### src/common/smrt_pkg.sv
package smrt_pkg;
  // Clock rate in Hz
  localparam int unsigned CLK_HZ             = 200000000;
  // Reset timeout, least time in ms
  localparam int unsigned TIMEOUT_MS         = 140;
  localparam int unsigned TIMEOUT_CYC        = (TIMEOUT_MS * (CLK_HZ / 1000));
  // Immediate input falling-edge debounce in ms
  localparam int unsigned FALL_DEB_MS        = 210;
  localparam int unsigned FALL_DEB_CYC       = (FALL_DEB_MS * (CLK_HZ / 1000));
  // Manual setup period options in ms
  localparam int unsigned SETUP_K_MS         = 10080;
  localparam int unsigned SETUP_L_MS         = 6720;
  localparam int unsigned SETUP_S_MS         = 3360;
  localparam int unsigned SETUP_T_MS         = 1680;
  // Rising-edge debounce for extended inputs in us
  localparam int unsigned RISE_DEB_US        = 1000;
  localparam int unsigned RISE_DEB_CYC       = (RISE_DEB_US * (CLK_HZ / 1000000));
  localparam int unsigned CNT_W              = 32;

  // Manual input variant
  typedef enum logic [1:0] {
    SMRT_SINGLE_EXT = 2'b00,
    SMRT_DUAL_EXT   = 2'b01,
    SMRT_EXT_IMM    = 2'b10
  } smrt_variant_t;

  // Setup period option
  typedef enum logic [1:0] {
    SMRT_SETUP_K = 2'b00,
    SMRT_SETUP_L = 2'b01,
    SMRT_SETUP_S = 2'b10,
    SMRT_SETUP_T = 2'b11
  } smrt_setup_t;

  // Extended-setup qualifier states
  typedef enum logic [1:0] {
    SMRT_IDLE  = 2'b00,
    SMRT_HOLD  = 2'b01,
    SMRT_FIRED = 2'b10
  } smrt_state_t;

  // Setup period in clock cycles; product widened to avoid overflow
  function automatic longint unsigned smrt_setup_cyc(input smrt_setup_t sel);
    longint unsigned ms;
    ms = SETUP_K_MS;
    case (sel)
      SMRT_SETUP_K: ms = SETUP_K_MS;
      SMRT_SETUP_L: ms = SETUP_L_MS;
      SMRT_SETUP_S: ms = SETUP_S_MS;
      default:      ms = SETUP_T_MS;
    endcase
    return ms * longint'(CLK_HZ / 1000);
  endfunction : smrt_setup_cyc
endpackage : smrt_pkg

### src/verilog/smrt_timer.sv
// Behaviour
// RULE_01: Reset output goes low while supply or adjustable monitor is below threshold.
// RULE_02: After both monitors recover, hold reset low one timeout, then release.
// RULE_03: Every reset timeout lasts at least 140 ms.
// RULE_04: Extended manual input resets only after continuous low for setup period.
// RULE_05: Qualified manual condition yields one low pulse of the timeout length.
// RULE_06: Dual variant qualifies only while both manual inputs are low together.
// RULE_07: One pulse per qualified condition, even if inputs stay low.
// RULE_08: Re-arm needs an input back high, then a fresh full setup hold.
// RULE_09: Rising transitions on extended inputs are debounced internally.
// RULE_10: Lows shorter than the setup period give no reset pulse.
// RULE_11: Variant is single extended, dual extended, or extended plus immediate.
// RULE_12: Immediate input rising edge asserts reset at once for the timeout.
// RULE_13: A further rising edge during the pulse restarts the timeout timer. Code ignores edges within the fall debounce; by default none restarts a pulse.
// RULE_14: Immediate pulse ends only when timeout passes without another rising edge.
// RULE_15: Falling transitions on the immediate input are debounced for 210 ms.
// RULE_16: Setup period is one of 10.08, 6.72, 3.36 or 1.68 s per build.
// RULE_17: Early release discards hold time; qualification restarts from zero.
// RULE_18: Reset output is the OR of supply timeout and manual pulses.
// RULE_19: All durations are cycle counts of the clock, set from parameters.
`timescale 1ns/1ps
module smrt_timer #(
  parameter smrt_pkg::smrt_variant_t VARIANT     = smrt_pkg::SMRT_SINGLE_EXT,
  parameter smrt_pkg::smrt_setup_t   SETUP_SEL   = smrt_pkg::SMRT_SETUP_L,
  parameter int unsigned             TIMEOUT_CYC = smrt_pkg::TIMEOUT_CYC,
  parameter int unsigned             FALL_CYC    = smrt_pkg::FALL_DEB_CYC,
  parameter int unsigned             RISE_CYC    = smrt_pkg::RISE_DEB_CYC,
  parameter longint unsigned         SETUP_CYC   = smrt_pkg::smrt_setup_cyc(SETUP_SEL)
) (
  input  wire logic ref_clk_in,
  input  wire logic reset_n_in,
  input  wire logic supply_low_in,
  input  wire logic adjustable_monitor_in,
  input  wire logic extended_manual_in_a,
  input  wire logic manual_in_b,
  output logic      reset_n_out
);
  import smrt_pkg::*;

  localparam logic [CNT_W-1:0] TMO_END   = CNT_W'(TIMEOUT_CYC - 1);
  localparam logic [CNT_W-1:0] FALL_END  = CNT_W'(FALL_CYC - 1);
  localparam logic [CNT_W-1:0] RISE_END  = CNT_W'(RISE_CYC - 1);
  localparam logic [CNT_W-1:0] SETUP_END = CNT_W'(SETUP_CYC - 1);

  logic              below;
  logic              sup_active;
  logic [CNT_W-1:0]  sup_cnt;
  logic              ext_low_raw;
  logic              ext_low;
  logic [CNT_W-1:0]  rise_cnt;
  smrt_state_t       state;
  logic [CNT_W-1:0]  setup_cnt;
  logic              man_fire;
  logic              man_active;
  logic [CNT_W-1:0]  man_cnt;
  logic              imm_level;
  logic              imm_prev;
  logic [CNT_W-1:0]  fall_cnt;
  logic              imm_rise;
  logic              imm_active;
  logic [CNT_W-1:0]  imm_cnt;
  logic              next_reset_n;

  // Either monitor below threshold
  assign below = supply_low_in | adjustable_monitor_in; // RULE_01

  // Supply timeout: held while below, then one full timeout after recovery
  always_ff @(posedge ref_clk_in) begin
    if (!reset_n_in) begin
      sup_active <= 1'b1;
      sup_cnt    <= '0;
    end else if (below) begin
      sup_active <= 1'b1; // RULE_01
      sup_cnt    <= '0;
    end else if (sup_active) begin
      if (sup_cnt == TMO_END) begin // RULE_02 RULE_03 RULE_19
        sup_active <= 1'b0;
      end
      sup_cnt <= sup_cnt + 1'b1;
    end
  end

  // Extended low condition; dual variant needs both inputs low together
  assign ext_low_raw = (VARIANT == SMRT_DUAL_EXT) ? // RULE_06 RULE_11
                       (!extended_manual_in_a && !manual_in_b) : !extended_manual_in_a;

  // Rising debounce: a release counts only once stable high for the window
  always_ff @(posedge ref_clk_in) begin
    if (!reset_n_in) begin
      ext_low  <= 1'b0;
      rise_cnt <= '0;
    end else if (ext_low_raw) begin
      ext_low  <= 1'b1;
      rise_cnt <= '0;
    end else if (ext_low) begin
      if (rise_cnt == RISE_END) begin // RULE_09
        ext_low <= 1'b0;
      end
      rise_cnt <= rise_cnt + 1'b1;
    end
  end

  // Setup qualifier; fires once, re-arms only after release
  always_ff @(posedge ref_clk_in) begin
    if (!reset_n_in) begin
      state     <= SMRT_IDLE;
      setup_cnt <= '0;
      man_fire  <= 1'b0;
    end else begin
      man_fire <= 1'b0;
      case (state)
        SMRT_IDLE: begin
          setup_cnt <= '0;
          if (ext_low) begin
            state <= SMRT_HOLD;
          end
        end
        SMRT_HOLD: begin
          if (!ext_low) begin
            state     <= SMRT_IDLE; // RULE_10 RULE_17
            setup_cnt <= '0;
          end else if (setup_cnt == SETUP_END) begin // RULE_04 RULE_16
            state    <= SMRT_FIRED;
            man_fire <= 1'b1;
          end else begin
            setup_cnt <= setup_cnt + 1'b1;
          end
        end
        SMRT_FIRED: begin
          if (!ext_low) begin
            state <= SMRT_IDLE; // RULE_07 RULE_08
          end
        end
        default: begin
          state <= SMRT_IDLE;
        end
      endcase
    end
  end

  // One-shot manual pulse of the timeout length
  always_ff @(posedge ref_clk_in) begin
    if (!reset_n_in) begin
      man_active <= 1'b0;
      man_cnt    <= '0;
    end else if (man_fire) begin
      man_active <= 1'b1; // RULE_05
      man_cnt    <= '0;
    end else if (man_active) begin
      if (man_cnt == TMO_END) begin
        man_active <= 1'b0;
      end
      man_cnt <= man_cnt + 1'b1;
    end
  end

  // Immediate input: high passes at once, low only after 210 ms stable
  always_ff @(posedge ref_clk_in) begin
    if (!reset_n_in) begin
      imm_level <= 1'b0;
      fall_cnt  <= '0;
    end else if (VARIANT != SMRT_EXT_IMM) begin
      imm_level <= 1'b0;
      fall_cnt  <= '0;
    end else if (manual_in_b) begin
      imm_level <= 1'b1;
      fall_cnt  <= '0;
    end else if (imm_level) begin
      if (fall_cnt == FALL_END) begin // RULE_15
        imm_level <= 1'b0;
      end
      fall_cnt <= fall_cnt + 1'b1;
    end
  end

  // Rising edge of raw input, so the reset starts without delay
  always_ff @(posedge ref_clk_in) begin
    if (!reset_n_in) begin
      imm_prev <= 1'b1;
    end else begin
      imm_prev <= manual_in_b;
    end
  end
  // Edge ignored while debounced level still high: filters removal chatter
  assign imm_rise = (VARIANT == SMRT_EXT_IMM) && manual_in_b && !imm_prev && !imm_level;

  // Immediate pulse; a new edge restarts the timer
  always_ff @(posedge ref_clk_in) begin
    if (!reset_n_in) begin
      imm_active <= 1'b0;
      imm_cnt    <= '0;
    end else if (imm_rise) begin
      imm_active <= 1'b1; // RULE_12 RULE_13
      imm_cnt    <= '0;
    end else if (imm_active) begin
      if (imm_cnt == TMO_END) begin // RULE_14
        imm_active <= 1'b0;
      end
      imm_cnt <= imm_cnt + 1'b1;
    end
  end

  // Output combine; registered so the pin never glitches
  assign next_reset_n = !(below || sup_active || man_active || imm_active); // RULE_18
  always_ff @(posedge ref_clk_in) begin
    if (!reset_n_in) begin
      reset_n_out <= 1'b0;
    end else begin
      reset_n_out <= next_reset_n;
    end
  end
endmodule : smrt_timer

### config.mk
export PLATFORM = sky130hd
export DESIGN_NAME = smrt_timer
export DESIGN_NICKNAME = d
export VERILOG_FILES = /design/src/common/smrt_pkg.sv /design/src/verilog/smrt_timer.sv
export SDC_FILE = /design/constraint.sdc
export NUM_CORES = 1
export LEC_CHECK = 0
export BUFFER_PORTS_ARGS = -buffer_cell sky130_fd_sc_hd__buf_2
export CELL_PAD_IN_SITES_DETAIL_PLACEMENT = 2
export CELL_PAD_IN_SITES_GLOBAL_PLACEMENT = 2
export CORE_MARGIN = 1.5
export CORE_UTILIZATION = 42
export DETAILED_ROUTE_END_ITERATION = 7
export GPL_ROUTABILITY_DRIVEN = 0
export GPL_TIMING_DRIVEN = 0
export PLACE_DENSITY = 0.91
export SYNTH_ARGS = -nofsm -noshare
export SYNTH_HDL_FRONTEND = slang
export SYNTH_SLANG_ARGS = --single-unit
### constraint.sdc
create_clock -name ref_clk_in -period 5.31 [get_ports ref_clk_in]
set_input_delay 0.2655 -clock ref_clk_in [delete_from_list [all_inputs] [get_ports ref_clk_in]]
set_output_delay 0.2655 -clock ref_clk_in [all_outputs]
set_load 0.1 [all_outputs]
==> results of run 1 <==
-- cell usage after synthesis, drive strengths merged, types with 2 or more instances --
master and instances:
nor2 136, or3 25, nor3 33, ha 5, and3 18, nand2b 5
or4 16, or2 2, o31ai 9, nor4 35, a21o 2, nand3 49
xor2 51, inv 16, mux2i 7, o211ai 5, nand2 72, o21ai 29
buf 9, and4 23, and2 13, xnor2 59, dfxtp 168, nand4 56
a21oi 38, clkbuf 25, nor4bb 3, nand3b 2, o21a 3, nor4b 8
o31a 2
-- logic make-up after synthesis --
logic type               count (synthesis)
buffers and inverters                   51
flip-flops                             168
adder cells (fa/ha/maj)                  5
AO/OA/AOI/OAI                           89
XOR/XNOR                               110
AND/OR/NAND/NOR                        503
multiplexers                             7
-- worst min-delay path by stage --
stage | end | slack [ns] | depth (start not counted)
5_1_grt | ext_low | 0.07 | 2
2_1_floorplan | ext_low | 0.36 | 1
4_1_cts | ext_low | 0.04 | 2
3_3_place_gp | state[0] | 0.47 | 1
3_5_place_dp | state[0] | 0.49 | 1
6_report | ext_low | 0.06 | 2
-- through the flow --
step | hold slack, ns | total power, mW | setup WS (ns) | utilization, %
6_report | 0.06004 | 2.709 | 2.462 | 48.62
5_1_grt | 0.07030 | 2.784 | 2.433 | 48.62
4_1_cts | 0.04274 | 2.731 | 2.588 | 48.62
3_5_place_dp | 0.4926 | 1.327 | 2.764 | 45.06
3_3_place_gp | 0.4731 | 1.326 | 2.831 | 45.06
2_1_floorplan | 0.3573 | 1.313 | 3.441 | -
-- power by group --
group          internal, mW  switching [mW]
sequential             1.26         0.00213
combinational       0.00780          0.0291
clock                 0.849           0.560
-- final cells by class --
| type | instances | area, sq um |
|---|---|---|
| Multi-Input combinational cell | 714 | 4320 |
| Inverter | 16 | 60.06 |
| Timing Repair Buffer | 4 | 20.02 |
| Buffer | 35 | 155.1 |
| Clock buffer | 21 | 450.4 |
| Sequential cell | 168 | 3363 |
| Clock inverter | 11 | 196.4 |
| Fill cell | 2004 | 9356 |
| Tap cell | 229 | 286.5 |
-- per-layer routing --
layer	part of all wire [%]	GRT usage, %	wire, um
met4	3.6	14.79	960
met5	0	0	0
met3	2.7	5.607	740
met1	42	32.01	11240
met2	52	53.21	14080
-- state kept, by name, indices dropped and copies added, names as in the netlist, 2 cells and up --
register   count
imm_cnt       32
man_cnt       32
rise_cnt      32
setup_cnt     32
sup_cnt       32
state          2
==> run summary, run 1 <==
outcome -> finished clean
CTS H-Tree Depth -> 4
RSZ-0062 raised after global routing -> no
antenna violations before repair -> 0
CTS sink cnt -> 168
setup TNS -> 0 ns
Mapped Area -> 0.007899 sq mm
CP Cell Sequence -> ha_1, nand3_1, nor3_1, nand2_1, or4_1, a21oi_1
CTS tree -> built
drt via density -> 6.109
f_max -> 0.3511 GHz
GRT Overall Usage -> 29.06%
Setup crit end -> setup_cnt[26]
Worst-Margin Slew -> 0.9917 ns
Async SR Flop Fraction -> 0%
count of input and output buffers -> 4
Area Growth Syn to Fin -> 12.07%
Setup Fix Bufs, Post-CTS -> 0
CP max-delay cell -> nor3_1
first-pass GRT wire length -> 44790 um
Largest delay share family, worst path -> simple AND/OR/NAND/NOR gates
syn_area_per_cell -> 8.466 sq um
CP bufs+invs -> 0
reg2reg end -> setup_cnt[26]
r2r setup slk -> 2.46 ns
DRT iter0 DRCs -> 302
vias in the first global route -> 8268
Initial Utilization -> 43.38%
Root Buffer -> clkbuf_16
Power Dens Cells -> 306.1 mW/mm^2
Area after DPL -> 0.008205 sq mm
clock skew -> 0.01188 ns
clock-pin slew on the worst setup and hold paths -> 0.07 ns
WL final -> 27020 um
Die H -> 140.1 um
largest net degree at the start of global routing -> 17
Initial DRT Pass Iterations -> 4
Core ar. -> 0.01821 sq mm
vias -> 7319
Synth area leaders -> dfxtp_1 43%, xnor2_1 6.5%, nor2_1 6.5%, xor2_1 5.7%, nand4_1 4.4%
commonest cells after routing, fill and taps aside -> 168 x dfxtp_1, 136 x nor2_1, 71 x nand2_1
Synth Area in Compound Gates -> 6.399%
Worst EP arrival -> 3.20 ns
hold crit path type -> in -> reg
wire length per cell after detailed routing -> 22.56 um
num rows -> 49
R2R cell count -> 6
n_diodes -> 0
final std cells w/o fill -> 1198
sequential-to-total area share from yosys stat -> 42.58%
Post-synth EDFFs -> 0
Ports -> 7
Die W -> 140.1 um
RR Startpoint -> setup_cnt[0]
crit path kind -> reg -> reg
XOR/XNOR Fraction of Synth Area -> 12.20%
critical path depth -> 6
Peak VDD IR -> 0.2301 mV
Syn Inst Count -> 933
die area -> 0.01964 sq mm
multiplexer share of the synthesized area -> 0.8871%
syn_nets -> 944
Slew headroom -> 33.38%
Yosys cell types -> 53
# nets final -> 967
final worst path period share -> 53.63%
simple-gate share of the synthesized area -> 34.42%
# resized after CTS -> 0
# DRC -> 0
top-area cell type share of the netlist area -> 42.58%
Synth area leader -> dfxtp_1
Static Leak -> 2.770 nW
critical path required time -> 5.66 ns
most common cell after layout, fill and taps aside -> dfxtp_1
Startpoint Class -> flop
adder-cell share of the synthesized area -> 0.7920%
GRT Residual Overflow -> 0
Synth Flop Type -> dfxtp_1
CP Capture Type -> flop
Yosys reg bits -> 168
final design area excluding fillers -> 0.008852 sq mm
setup violators final -> 0
share of cells above drive strength 1 -> 5.779%
Slew Viols, Final -> 0
max cap viols -> 0
largest family of logic cells by synthesized area -> simple AND/OR/NAND/NOR gates
clock network latency to the later pin of the worst-skew pair -> 0.45 ns
# placed instances -> 1166
Max FO, Critical Path -> 6
Routed Antenna Nets -> 0
Setup crit start -> setup_cnt[0]
Synthesis Warnings -> 0
CTS Hold Bufs -> 0
min-delay src -> extended_manual_in_a
hpwl dp -> 15840 um
Final min period -> 2.848 ns
final hold viol count -> 0
clock tree buffer depth -> 2
CP peak stage delay -> 0.81 ns
clock buffer count from CTS -> 17
No activity file was read; power rests on OpenSTA's default activity.
==> inputs of run 2 (changes only) <==
--- a/config.mk
+++ b/config.mk
@@ -9,11 +9,11 @@
 export CELL_PAD_IN_SITES_DETAIL_PLACEMENT = 2
 export CELL_PAD_IN_SITES_GLOBAL_PLACEMENT = 2
 export CORE_MARGIN = 1.5
-export CORE_UTILIZATION = 42
+export CORE_UTILIZATION = 36
 export DETAILED_ROUTE_END_ITERATION = 7
 export GPL_ROUTABILITY_DRIVEN = 0
 export GPL_TIMING_DRIVEN = 0
-export PLACE_DENSITY = 0.91
+export PLACE_DENSITY = 0.83
 export SYNTH_ARGS = -nofsm -noshare
 export SYNTH_HDL_FRONTEND = slang
 export SYNTH_SLANG_ARGS = --single-unit
==> constraint.sdc (replaced) <==
create_clock -name ref_clk_in -period 2.6 [get_ports ref_clk_in]
set_input_delay 0.13 -clock ref_clk_in [delete_from_list [all_inputs] [get_ports ref_clk_in]]
set_output_delay 0.13 -clock ref_clk_in [all_outputs]
set_load 0.1 [all_outputs]
==> run 2 against run 1 <==
  * Total power rose by 93%
  * Maximum frequency rose by 17%
  * Count of clock-buffer cells in the layout did not move
  * Largest cell class unchanged
  * Sequential share of layout area fell by 0.19 points
  * Non-clock buffer count rose by 4
  * Register-to-register slack got worse by 2.3 ns
  * Via count fell by 4.5%
  * Wire length fell by 15%
  * Setup slack got worse by 2.3 ns
  * Global-route usage fell by 7.9 points
  * Flip-flop and latch count did not move
  * First-iteration DRC count fell by 30%
==> run summary, run 2 (synthesized netlist as in run 1, its figures left out) <==
critical path required time -> 2.95 ns (was 5.66 ns)
Largest delay share family, worst path -> simple AND/OR/NAND/NOR gates (unchanged)
clock-pin slew on the worst setup and hold paths -> 0.06 ns (was 0.07 ns)
R2R cell count -> 7 (was 6)
Die H -> 151.1 um (was 140.1 um)
f_max -> 0.4102 GHz (was 0.3511 GHz)
die area -> 0.02284 sq mm (was 0.01964 sq mm)
commonest cells after routing, fill and taps aside -> 168 x dfxtp_1, 136 x nor2_1, 71 x nand2_1 (unchanged)
most common cell after layout, fill and taps aside -> dfxtp_1 (unchanged)
final hold viol count -> 0 (unchanged)
count of input and output buffers -> 4 (unchanged)
GRT Overall Usage -> 21.17% (was 29.06%)
final worst path period share -> 93.77% (was 53.63%)
Ports -> 7 (unchanged)
Slew Viols, Final -> 0 (unchanged)
r2r setup slk -> 0.16 ns (was 2.46 ns)
largest net degree at the start of global routing -> 17 (unchanged)
CTS H-Tree Depth -> 4 (unchanged)
n_diodes -> 0 (unchanged)
CP Cell Sequence -> nor4b_1, nand4_1, nor3_4, buf_4, buf_2, o21ai_0, a21oi_1 (was ha_1, nand3_1, nor3_1, nand2_1, or4_1, a21oi_1)
Worst Hold End -> sup_cnt[14] (was ext_low)
Routed Antenna Nets -> 0 (unchanged)
RR Startpoint -> setup_cnt[27] (was setup_cnt[0])
vias in the first global route -> 7461 (was 8268)
CTS sink cnt -> 168 (unchanged)
GRT Residual Overflow -> 0 (unchanged)
first-pass GRT wire length -> 38300 um (was 44790 um)
worst hold stages -> 4 (was 2)
Initial DRT Pass Iterations -> 4 (unchanged)
# nets final -> 971 (was 967)
Static Leak -> 2.764 nW (was 2.770 nW)
CP peak stage delay -> 0.50 ns (was 0.81 ns)
Power Dens Cells -> 588.1 mW/mm^2 (was 306.1 mW/mm^2)
final hold slack -> 0.1721 ns (was 0.06004 ns)
setup violators final -> 0 (unchanged)
Slew headroom -> 39.65% (was 33.38%)
WL final -> 22960 um (was 27020 um)
dpl ws -> -0.01996 ns (was 2.764 ns)
setup TNS -> 0 ns (unchanged)
drt via density -> 5.577 (was 6.109)
wire length per cell after detailed routing -> 18.33 um (was 22.56 um)
clock skew -> 0.01168 ns (was 0.01188 ns)
reg2reg end -> setup_cnt[7] (was setup_cnt[26])
clock tree buffer depth -> 2 (unchanged)
Die W -> 151.1 um (was 140.1 um)
CP bufs+invs -> 2 (was 0)
Tot Pwr -> 5.232 mW (was 2.709 mW)
Fillers -> 2432 (was 2004)
num rows -> 54 (was 49)
Core ar. -> 0.02169 sq mm (was 0.01821 sq mm)
clock network latency to the later pin of the worst-skew pair -> 0.43 ns (was 0.45 ns)
# DRC -> 0 (unchanged)
hold crit path type -> in -> reg (unchanged)
crit path kind -> reg -> reg (unchanged)
Worst-Margin Slew -> 0.8983 ns (was 0.9917 ns)
Final WS setup -> 0.1621 ns (was 2.462 ns)
CP Capture Type -> flop (unchanged)
Peak VDD IR -> 0.3765 mV (was 0.2301 mV)
Root Buffer -> clkbuf_16 (unchanged)
CP max-delay cell -> nor4b_1 (was nor3_1)
Final min period -> 2.438 ns (was 2.848 ns)
hpwl dp -> 15510 um (was 15840 um)
Area Growth Syn to Fin -> 12.62% (was 12.07%)
min-delay src -> adjustable_monitor_in (was extended_manual_in_a)
max cap viols -> 0 (unchanged)
Startpoint Class -> flop (unchanged)
RSZ-0062 raised after global routing -> no (unchanged)
share of cells above drive strength 1 -> 6.166% (was 5.779%)
clock buffer count from CTS -> 17 (unchanged)
antenna violations before repair -> 0 (unchanged)
Initial Utilization -> 36.42% (was 43.38%)
Max FO, Critical Path -> 10 (was 6)
vias -> 6988 (was 7319)
CTS tree -> built (unchanged)
Worst EP arrival -> 2.79 ns (was 3.20 ns)
outcome -> finished clean (unchanged)
DRT iter0 DRCs -> 211 (was 302)
-- run 2: cell count changes in the layout (fill, tap and decap cells not counted), sizes merged --
cell and change:
buf +1, bufinv -3, clkinvlp +1, dlygate4sd3 +3
inv +2
-- run 2: cell type report --
class / count / area (sq um) / share of cell area [%]
flip-flops and latches: 168 / 3363 / 37.81
multi-input cells: 714 / 4329 / 48.66
plain buffers: 35 / 155.1 / 1.744
repair buffers: 8 / 57.56 / 0.6470
inverters: 16 / 60.06 / 0.6751
clock buffers: 21 / 460.4 / 5.176
clock inverters: 11 / 120.1 / 1.350
well taps: 280 / 350.3 / 3.938
-- run 2: layer usage --
metal / wire length (um) / vias up / track usage [%]
li1: - / 3384 / -
met1: 10240 / 3526 / 25.07
met2: 11970 / 54 / 38.63
met3: 438 / 24 / 4.096
met4: 319 / 0 / 5.922
met5: 0 / - / 0
-- run 2: repair_timing --
item | 4_1_cts | 5_1_grt
gates resized for setup | 0 | 2
hold buffers | 3 | 0
buffers inserted | 1 | 0
hold endpoints to repair | 2 | 0
pin swaps | 1 | 0
setup endpoints to repair | 2 | 8
-- run 2: report_power, final --
group,total (mW),internal (mW),switching (mW)
clock network,2.58,1.47,1.11
logic,0.0741,0.0187,0.0554
registers,2.58,2.58,0.00379
-- run 2: how the worst max path moves through the flow --
stage	startpoint	end	slack, ns	cells past startpoint
after floorplan	rise_cnt[6]	rise_cnt[27]	0.73	6
after global placement	state[1]	setup_cnt[11]	0.08	9
after detailed placement	state[1]	setup_cnt[7]	-0.02	9
after CTS	state[1]	setup_cnt[10]	0.08	8
after global routing	ext_low	setup_cnt[7]	0.04	9
final	setup_cnt[27]	setup_cnt[7]	0.16	7
-- run 2: through the flow --
stage / instance area (sq um) / cells / util, %
2_1_floorplan: 7899 / 933 / -
3_3_place_gp: 8269 / 1217 / 38.13
3_5_place_dp: 8269 / 1217 / 38.13
4_1_cts: 8887 / 1253 / 40.98
5_1_grt: 8896 / 1253 / 41.02
6_report: 8896 / 1253 / 41.02
-- run 2: tightest hold or removal path, stage by stage --
cell and delay, ns:
buf_2 0.07, nor2_1 0.07, nand2_1 0.21, a21oi_1 0.06
